[src/rtl/swc_pkg.sv]
// Purpose: constants and carrier types for the synth2 calibration wait / program count bank
// Assumes: 200 MHz core clock, 8-bit host register port
// Notes: wait periods are timed on the always-on clock, sampled as an enable tick
package swc_pkg;
  localparam int unsigned CLK_MHZ = 200;
  localparam logic [7:0] ADDR_CAL_WAIT = 8'h85;
  localparam logic [7:0] ADDR_LOOP_BW = 8'h86;
  localparam logic [7:0] ADDR_PROG_CNT = 8'h88;
  localparam logic [1:0] CLSD_RESET = 2'h0;
  localparam logic [1:0] VCO_RESET = 2'h1;
  localparam logic LOOP_BW_RESET = 1'b0;
  localparam logic [7:0] CNT_RESET = 8'h00;
  localparam logic [7:0] CNT_MAX = 8'hFF;
  localparam logic [7:0] CNT_ONE = 8'h01;
  localparam int CLSD_LSB = 2;
  localparam int VCO_LSB = 0;
  // wait periods in microseconds, as counted in always-on clock ticks of 1 us
  localparam int unsigned CLSD_US0 = 30;
  localparam int unsigned CLSD_US1 = 300;
  localparam int unsigned CLSD_US2 = 30000;
  localparam int unsigned CLSD_US3 = 300000;
  localparam int unsigned VCO_US0 = 20;
  localparam int unsigned VCO_US1 = 400;
  localparam int unsigned VCO_US2 = 8000;
  localparam int unsigned VCO_US3 = 200000;
  localparam int WAIT_W = 19;

  typedef struct packed {
    logic wr;
    logic rd;
    logic [7:0] addr;
    logic [7:0] wdata;
  } swc_req_t;

  typedef enum logic [1:0] {
    SWC_IDLE = 2'b00,
    SWC_VCO = 2'b01,
    SWC_CLSD = 2'b11
  } swc_state_t;
endpackage

[src/rtl/swc_bank.sv]
// Purpose: synth2 calibration wait control, loop bandwidth select, nv program cycle counter
// Assumes: aon_tick is a 1 us always-on clock pulse from outside, synchronised here
// Notes: nv memory engine is outside; it reports commit/program completion and data
// Operation
// - the closed loop wait code picks 30 us, 300 us, 30 ms or 300 ms and resets to 0.
// - the vco wait code picks 20 us, 400 us, 8 ms or 200 ms and resets to 1.
// - loop bandwidth select 1 drives the synthesizer to its 200 Hz jitter cleaner bandwidth.
// - loop bandwidth select 0, the reset value, keeps the normal clock generator bandwidth.
// - the counter adds one after every completed erase/program cycle on its own.
// - hardware writes the counter back to nv memory so it survives power cycles.
// - the counter reloads from nv memory after reset, after a commit and after each program.
// - the counter saturates at 255.
// - wait periods are timed by counting always-on clock cycles.
// - a commit from nv memory happens after reset and when software sets the commit bit.
`timescale 1ns/1ps
`default_nettype none
module swc_bank
  import swc_pkg::*;
(
  // clock, reset, enable
  input wire logic clk,
  input wire logic rst_n,
  input wire logic clk_en,
  // host register port
  input wire swc_req_t host_req,
  output logic [7:0] host_rdata,
  // nv memory engine
  input wire logic commit_sw,
  input wire logic commit_done,
  input wire logic prog_done,
  input wire logic [7:0] nv_cnt_value,
  output logic commit_start,
  output logic nv_cnt_wr,
  output logic [7:0] nv_cnt_wdata,
  // synthesizer calibration
  input wire logic aon_tick,
  input wire logic cal_start,
  output logic cal_busy,
  output logic jitter_clean_bw
);

  ////////////////////////////////////////////////////////////////////
  // pin synchroniser for the always-on tick
  logic aon_s1_q, aon_s2_q, aon_s3_q;
  logic aon_s1_d, aon_s2_d, aon_s3_d;
  logic tick;
  always_comb
  begin
    aon_s1_d = aon_tick;
    aon_s2_d = aon_s1_q;
    aon_s3_d = aon_s2_q;
  end
  always_ff @(posedge clk)
  begin
    if (!rst_n)
    begin
      aon_s1_q <= 1'b0;
      aon_s2_q <= 1'b0;
      aon_s3_q <= 1'b0;
    end
    else if (clk_en)
    begin
      aon_s1_q <= aon_s1_d;
      aon_s2_q <= aon_s2_d;
      aon_s3_q <= aon_s3_d;
    end
  end
  assign tick = aon_s2_q & ~aon_s3_q; // rising edge, read from second and third stages

  ////////////////////////////////////////////////////////////////////
  // control registers and read mux
  logic [1:0] clsd_q, clsd_d, vco_q, vco_d;
  logic bw_q, bw_d;
  logic [7:0] rdata_q, rdata_d;
  logic [7:0] cnt_q;
  always_comb
  begin
    clsd_d = clsd_q;
    vco_d = vco_q;
    bw_d = bw_q;
    rdata_d = rdata_q;
    if (host_req.wr)
    begin
      // upper bits dropped, counter address ignored for writes
      if (host_req.addr == ADDR_CAL_WAIT)
      begin
        clsd_d = host_req.wdata[CLSD_LSB +: 2];
        vco_d = host_req.wdata[VCO_LSB +: 2];
      end
      else if (host_req.addr == ADDR_LOOP_BW)
        bw_d = host_req.wdata[0];
    end
    if (host_req.rd)
    begin
      if (host_req.addr == ADDR_CAL_WAIT)
        rdata_d = {4'h0, clsd_q, vco_q};
      else if (host_req.addr == ADDR_LOOP_BW)
        rdata_d = {7'h00, bw_q};
      else if (host_req.addr == ADDR_PROG_CNT)
        rdata_d = cnt_q;
      else
        rdata_d = 8'h00;
    end
  end
  always_ff @(posedge clk)
  begin
    if (!rst_n)
    begin
      clsd_q <= CLSD_RESET;
      vco_q <= VCO_RESET;
      bw_q <= LOOP_BW_RESET;
      rdata_q <= 8'h00;
    end
    else if (clk_en)
    begin
      clsd_q <= clsd_d;
      vco_q <= vco_d;
      bw_q <= bw_d;
      rdata_q <= rdata_d;
    end
  end
  assign host_rdata = rdata_q;
  assign jitter_clean_bw = bw_q;

  ////////////////////////////////////////////////////////////////////
  // program cycle counter with commit sequencing
  logic boot_q, boot_d, cstart_q, cstart_d;
  logic reload_q, reload_d, nvwr_q, nvwr_d;
  logic [7:0] cnt_d, nvw_q, nvw_d;
  always_comb
  begin
    boot_d = 1'b0;
    cstart_d = boot_q | commit_sw;
    cnt_d = cnt_q;
    reload_d = 1'b0;
    nvwr_d = 1'b0;
    nvw_d = nvw_q;
    if (reload_q)
      cnt_d = nv_cnt_value;
    if (commit_done)
      reload_d = 1'b1;
    if (prog_done)
    begin
      // the stored count is bumped first, then read back from memory
      nvwr_d = 1'b1;
      nvw_d = (cnt_q == CNT_MAX) ? CNT_MAX : cnt_q + CNT_ONE;
      cnt_d = nvw_d;
      reload_d = 1'b1;
    end
  end
  always_ff @(posedge clk)
  begin
    if (!rst_n)
    begin
      boot_q <= 1'b1;
      cstart_q <= 1'b0;
      cnt_q <= CNT_RESET;
      reload_q <= 1'b0;
      nvwr_q <= 1'b0;
      nvw_q <= CNT_RESET;
    end
    else if (clk_en)
    begin
      boot_q <= boot_d;
      cstart_q <= cstart_d;
      cnt_q <= cnt_d;
      reload_q <= reload_d;
      nvwr_q <= nvwr_d;
      nvw_q <= nvw_d;
    end
  end
  assign commit_start = cstart_q;
  assign nv_cnt_wr = nvwr_q;
  assign nv_cnt_wdata = nvw_q;

  ////////////////////////////////////////////////////////////////////
  // calibration wait sequencer, vco settle then closed loop settle
  swc_state_t st_q, st_d;
  logic [WAIT_W-1:0] wcnt_q, wcnt_d;
  logic busy_q, busy_d;
  function automatic logic [WAIT_W-1:0] clsd_len(input logic [1:0] c);
    case (c)
      2'h0: clsd_len = WAIT_W'(CLSD_US0);
      2'h1: clsd_len = WAIT_W'(CLSD_US1);
      2'h2: clsd_len = WAIT_W'(CLSD_US2);
      default: clsd_len = WAIT_W'(CLSD_US3);
    endcase
  endfunction
  function automatic logic [WAIT_W-1:0] vco_len(input logic [1:0] c);
    case (c)
      2'h0: vco_len = WAIT_W'(VCO_US0);
      2'h1: vco_len = WAIT_W'(VCO_US1);
      2'h2: vco_len = WAIT_W'(VCO_US2);
      default: vco_len = WAIT_W'(VCO_US3);
    endcase
  endfunction
  always_comb
  begin
    st_d = st_q;
    wcnt_d = wcnt_q;
    case (st_q)
      SWC_IDLE:
        if (cal_start)
        begin
          st_d = SWC_VCO;
          wcnt_d = vco_len(vco_q);
        end
      SWC_VCO:
        if (tick)
        begin
          if (wcnt_q <= WAIT_W'(1))
          begin
            st_d = SWC_CLSD;
            wcnt_d = clsd_len(clsd_q);
          end
          else
            wcnt_d = wcnt_q - WAIT_W'(1);
        end
      SWC_CLSD:
        if (tick)
        begin
          if (wcnt_q <= WAIT_W'(1))
            st_d = SWC_IDLE;
          else
            wcnt_d = wcnt_q - WAIT_W'(1);
        end
      default:
        st_d = SWC_IDLE;
    endcase
    busy_d = (st_d != SWC_IDLE);
  end
  always_ff @(posedge clk)
  begin
    if (!rst_n)
    begin
      st_q <= SWC_IDLE;
      wcnt_q <= '0;
      busy_q <= 1'b0;
    end
    else if (clk_en)
    begin
      st_q <= st_d;
      wcnt_q <= wcnt_d;
      busy_q <= busy_d;
    end
  end
  assign cal_busy = busy_q;
endmodule
`default_nettype wire

[config.mk]
export PLATFORM = sky130hd
export DESIGN_NAME = swc_bank
export DESIGN_NICKNAME = d
export VERILOG_FILES = /design/src/rtl/swc_pkg.sv /design/src/rtl/swc_bank.sv
export SDC_FILE = /design/constraint.sdc
export NUM_CORES = 1
export LEC_CHECK = 0
export BUFFER_PORTS_ARGS = -buffer_cell sky130_fd_sc_hd__buf_2
export CAP_MARGIN = 20
export CORE_MARGIN = 8
export CORE_UTILIZATION = 48
export CTS_CLUSTER_DIAMETER = 150
export DETAILED_ROUTE_END_ITERATION = 6
export PLACE_DENSITY = 0.69
export SETUP_SLACK_MARGIN = 0.4
export SLEW_MARGIN = 20
export SYNTH_ARGS = -nofsm -noshare
export SYNTH_HDL_FRONTEND = slang
export SYNTH_SLANG_ARGS = --single-unit
[constraint.sdc]
create_clock -name clk -period 2.8 [get_ports clk]
set_input_delay 0.42 -clock clk [delete_from_list [all_inputs] [get_ports clk]]
set_output_delay 0.42 -clock clk [all_outputs]
set_load 0.005 [all_outputs]
=== Word-level counts from Yosys, hierarchy flattened ===
Cells that the tools add are included.

* Add/subtract/negate cells: 2
* Magnitude comparators: 1
* Equal/unequal tests: 14
* Multiplexer cells: 23
* Bitwise logic cells: 4
* Reductions and logical operators: 12

{| class="wikitable"
|+ Operator list
! kind !! number
|-
| 19-bit one-hot mux with 3 select lines || 2
|-
| 19-bit 2-to-1 mux || 5
|-
| 18-bit one-hot mux with 3 select lines || 1
|-
| 8-bit 2-to-1 mux || 6
|-
| 8-bit == test, second input constant || 4
|-
| 19-bit by 1-bit <= comparator with 1-bit output, second input constant || 1
|-
| 19-bit by 1-bit subtractor with 19-bit output, second input constant || 1
|-
| 2-bit 2-to-1 mux || 5
|-
| 8-bit by 1-bit adder with 8-bit output, second input constant || 1
|-
| 2-bit != test, second input constant || 4
|-
| 2-bit by 1-bit == test with 1-bit output, second input constant || 3
|-
| 2-bit == test, second input constant || 3
|-
| 2-bit logical NOT || 3
|-
| 2-bit one-hot mux with 3 select lines || 1
|-
| 2-bit AND reduction || 3
|-
| 6-bit AND reduction || 1
|-
| 4-bit AND reduction || 1
|-
| 2-bit nonzero test || 2
|-
| 1-bit 2-to-1 mux || 3
|-
| 3-bit AND reduction || 1
|-
| 3-bit nonzero test || 1
|-
| 1-bit NOT || 2
|-
| 1-bit bitwise AND || 1
|-
| 1-bit OR || 1
|}

* Flip-flop bits (word level): 58
* Input port bits: 34
* Output and inout port bits: 20
* Logic and storage cells: 72

=== Depth between registers and ports, before layout ===
* Depth after elaboration: 5
* Gate-level depth with buffers: 9
* Gate-level depth less buffers: 8

=== Worst setup path after synthesis ===
Ideal clock, no wire load.

* Path type: register to register
* Start: reg wcnt_q[0]
* End: reg wcnt_q[18]
* Library setup time: 117 ps
* Data arrival time: 1875 ps
* Required time: 2683 ps
* Setup slack: 808 ps
* Stages on the path, launching flop included: 10
* Path buffers: 1
* Clock period less this slack: 1992 ps
* Cells stage by stage: dfxtp_1 -> inv_1 -> ha_1 -> or3b_2 -> buf_2 -> nor2_1 -> nand2_1 -> nor3_1 -> o21ai_1 -> a32o_1

* Longest elaborated chain between the ends: 4
* Elaborated cells on any way between the ends: 9
* Classes of those cells: add/sub (1); order compare (1); eq/ne (1); mux (5); reduce/logical (1)

{| class="wikitable"
|+ RTL lines
! element !! RTL line !! text
|-
| from (decl) || swc_bank.sv:179 || <nowiki>logic [WAIT_W-1:0] wcnt_q, wcnt_d;</nowiki>
|-
| from (signal assigned) || swc_bank.sv:243 || <nowiki>wcnt_q <= wcnt_d;</nowiki>
|-
| 19-bit by 1-bit subtractor with 19-bit output / 19-bit by 1-bit <= comparator with 1-bit output (equally long branches) || -- ||
|-
| 19-bit 2-to-1 mux, on equally long branches || swc_bank.sv:222, swc_bank.sv:211 ||
|-
| 19-bit 2-to-1 mux, on equally long branches || swc_bank.sv:220, swc_bank.sv:209 ||
|-
| 19-bit one-hot mux with 3 select lines || swc_bank.sv:201 || <nowiki>case (st_q)</nowiki>
|}

Several ways; a longest one is shown, not always the timed one. The select of a mux whose other input is x is not followed.
A chain may end at the register's enable or synchronous reset.

=== Worst setup path in the final report ===
Same ends and word-level chain as after synthesis.

==> results.toml <==
[yosys]
syn_inst = 392
ys_warn_count = 0
ys_seq_area_share_pct = 35.7
ys.flop_type = "dfxtp_1"
synthesis.area_sq_mm = 0.00326
yosysUniqueCellTypes = 66
yosys.area.top_type_share_pct = 35.7
ys_async_sr_fraction_pct = 0
synth.net_count = 429
synth_area_leaders = "dfxtp_1, o21ai_0, nor2_1"
ys_seq_elements = 58
synth-edff-count = 0
syn_avg_cell_area_sq_um = 8.31
synth.largest_area_cell = "dfxtp_1"

[route]
drc = 0
post_drt_wl_per_cell_um = 16.2
first_pass_iters = 4
vias_per_cell = 5.91
ant_nets = 0
wl_mm = 8.38
vias = 3062
drtIter0Drc = 155

[clock_network]
cts_max_level = 3
worstSkewPairLatency_ns = 0.34
cts_setup_buffers = 0
tritoncts = "yes"
hold_buffers = 0
cts_sinks = 58
clk_pin_slew_ns = 0.06
clockBufferDepth = 2
cts_buffers = 9
cts-root-buf = "clkbuf_8"

[power_and_ir_drop]
p_clk_share_pct = 28.2
p_sw_mw = 0.806
powerDensity_mw_per_mm2 = 620
leakage_nw = 1.54
pwr-share-seq_pct = 41.0
power.internal_mw = 1.50
irDropWorstVdd_v = 0.000321
combPwrFrac_pct = 30.9
power.share.switching_pct = 34.9
p_total_mw = 2.31

[global_route]
grt.overflow.total = 0
grt_first_pass_wirelength_mm = 14.5
grt_pass1_vias = 3032
antenna_found_initial = 0
grt_max_degree = 25
grt_usage_pct = 18.3

[timing]
relSlewSlack_pct = 55.7
rsz0062_at_grt = "false"
fmax_ghz = 0.448
finalCritPeriodShare_pct = 79.7
final_max_slew_viol_count = 0
hold_violations = 0
worst_pin_slew_ns = 0.660
setup_viol = 0
layout_setup_ws_ns = 0.569
period_minus_slack_ns = 2.23
skew_ns = 0.00782
fin_setup_tns_ns = 0

[worst_setup_path]
r2r_start = "wcnt_q[0]$_SDFFE_PN0P_"
slowest_stage = "or3b_2"
cp-end-kind = "flip-flop"
crit_fanout = 7
arrival_ns = 2.46
startpoint_type = "flip-flop"
crit_type = "flip-flop to flip-flop"
reg2reg_depth = 8
max_stage_delay_ns = 0.56
required_ns = 3.03
worstReg2RegEnd = "wcnt_q[18]$_SDFFE_PN0P_"
worst-r2r-setup-slack_ns = 0.57
path_cells = "inv_1 -> ha_1 -> or3b_2 -> nor2_1 -> nand2_1 -> nor3_1 -> o21ai_1 -> a32o_1"

[die]
core_area_sq_mm = 0.00668
die_y_um = 98.4
start_util_pct = 48.7
dieArea_sq_mm = 0.00967
io-pin-count = 54
die_w_um = 98.4
row_count = 30

[hold_path]
hold_end = "vco_q[0]$_SDFFE_PN1P_"
min-delay-start = "host_req[0]"
whs_path_depth = 3
hold_path.class = "input pin to flip-flop"

[layout]
nets = 472
layout-drive-gt1-share_pct = 20.8
final_cells = 518
design_area_sq_mm = 0.00373
fillers = 640
syn_to_final_growth_pct = 14.5
antennaDiodeCount = 0

[placed_design]
post-place-ws_ns = 0.586
portBuffers = 49
dpl.hpwl_mm = 6.24
gp_congestion = 0.857
placed_area_sq_mm = 0.00356
place_inst = 504

[flow_run]
drv_cap = 0

[outcome]
status = "finished clean"
per-stage QoR:
step / util, % / hold slack (ns)
after floorplan: - / 0.431
after global placement: 53.4 / 0.446
after detailed placement: 53.4 / 0.452
after CTS: 55.7 / 0.322
after global routing: 55.8 / 0.340
final: 55.8 / 0.341
critical path, delay by kind of cell, from the launching register on:
kind	cells	cell delay (ns)
buffers and inverters	1	0.09
adders and majority gates	1	0.17
AOI/OAI and AO/OA	2	0.34
DFF	1	0.36
and+or+nand+nor	4	1.14
routing by layer:
layer	vias up	share of wire, %	GRT usage (%)
li1	1533	-	-
met1	1435	45	22.1
met2	78	48	29.7
met3	16	5.8	6.19
met4	0	1.6	5.79
met5	-	0	0
what timing repair did:
item | CTS | global route
setup endpoints to repair | 0 | 3
endpoints found under the hold margin | 0 | 0
resized for setup | 0 | 2
power groups by stage:
stage	Combinational [mW]	Clock [mW]	Sequential, mW
6_report	0.713	0.651	0.946
5_1_grt	0.791	0.716	0.955
4_1_cts	0.708	0.679	0.944
3_3_place_gp	0.691	0	0.961
3_5_place_dp	0.704	0	0.962
2_1_floorplan	0.544	0	0.944
layout by cell type (no fill, tap or decap), types with 10 or more instances in the layout:
| master | synthesis | final |
|---|---|---|
| dfxtp_1 | 58 | 58 |
| buf_2 | 5 | 49 |
| nor2_1 | 33 | 33 |
| nand2_1 | 30 | 30 |
| o21ai_0 | 26 | 25 |
| a21oi_1 | 21 | 21 |
| nor2b_1 | 17 | 17 |
| nand3_1 | 14 | 14 |
| mux2i_1 | 12 | 12 |
| a31oi_1 | 11 | 11 |
| clkbuf_8 | 0 | 10 |
| buf_4 | 1 | 10 |
cells in the mapped netlist (all sizes together) (2+ instances only):
cell	instances
nand2	31
or4	3
a211oi	2
o41ai	2
ha	3
clkbuf	19
a21boi	7
inv	7
mux2	2
o221a	3
nor2b	17
o211ai	2
a31oi	11
o211a	8
dfxtp	58
o22ai	5
a32o	4
nand2b	6
mux2i	12
xnor2	9
nand4	3
a21o	2
a21oi	21
o21ai	31
nor3	9
a221oi	6
and3	8
nand3b	3
and2	4
buf	8
nand3	14
o21a	7
o31ai	4
nor2	35
nor4	6
nor3b	4
how the worst max path moves through the flow:
| stage | from | to | slack (ns) | cells past startpoint |
|---|---|---|---|---|
| finish | wcnt_q[0]$_SDFFE_PN0P_ | wcnt_q[18]$_SDFFE_PN0P_ | 0.57 | 8 |
| detailed placement | wcnt_q[1]$_SDFFE_PN0P_ | wcnt_q[7]$_SDFFE_PN0P_ | 0.59 | 7 |
| floorplan | wcnt_q[0]$_SDFFE_PN0P_ | wcnt_q[18]$_SDFFE_PN0P_ | 0.81 | 9 |
| global placement | wcnt_q[0]$_SDFFE_PN0P_ | wcnt_q[18]$_SDFFE_PN0P_ | 0.65 | 8 |
| CTS | wcnt_q[1]$_SDFFE_PN0P_ | wcnt_q[7]$_SDFFE_PN0P_ | 0.56 | 7 |
| global route | wcnt_q[0]$_SDFFE_PN0P_ | wcnt_q[18]$_SDFFE_PN0P_ | 0.40 | 8 |
final cells by class:
| type | count | area, sq um | area share, % |
|---|---|---|---|
| inverter | 7 | 26.3 | 0.705 |
| timing repair buffer | 59 | 320 | 8.59 |
| tap | 80 | 100 | 2.68 |
| sequential | 58 | 1160 | 31.1 |
| clock inverter | 3 | 17.5 | 0.470 |
| multi-input combinational | 300 | 1960 | 52.6 |
| clock buffer | 11 | 141 | 3.79 |
state kept, by name (all words and copies together), names as in the netlist, 2 cells and up:
name / cells
clsd_q: 2
cnt_q: 8
host_rdata: 8
nv_cnt_wdata: 8
st_q: 2
vco_q: 2
wcnt_q: 19
logic make-up after synthesis:
logic type	Yosys count	share of synthesized area [%]
buffers and inverters	34	4.23
DFF	58	35.7
and+or+nand+nor	150	25.3
adders and majority gates	3	1.15
xor gates and xnor gates	10	2.69
AOI/OAI and AO/OA	123	26.6
muxes	14	4.38
(Power assumes the default switching activity.)
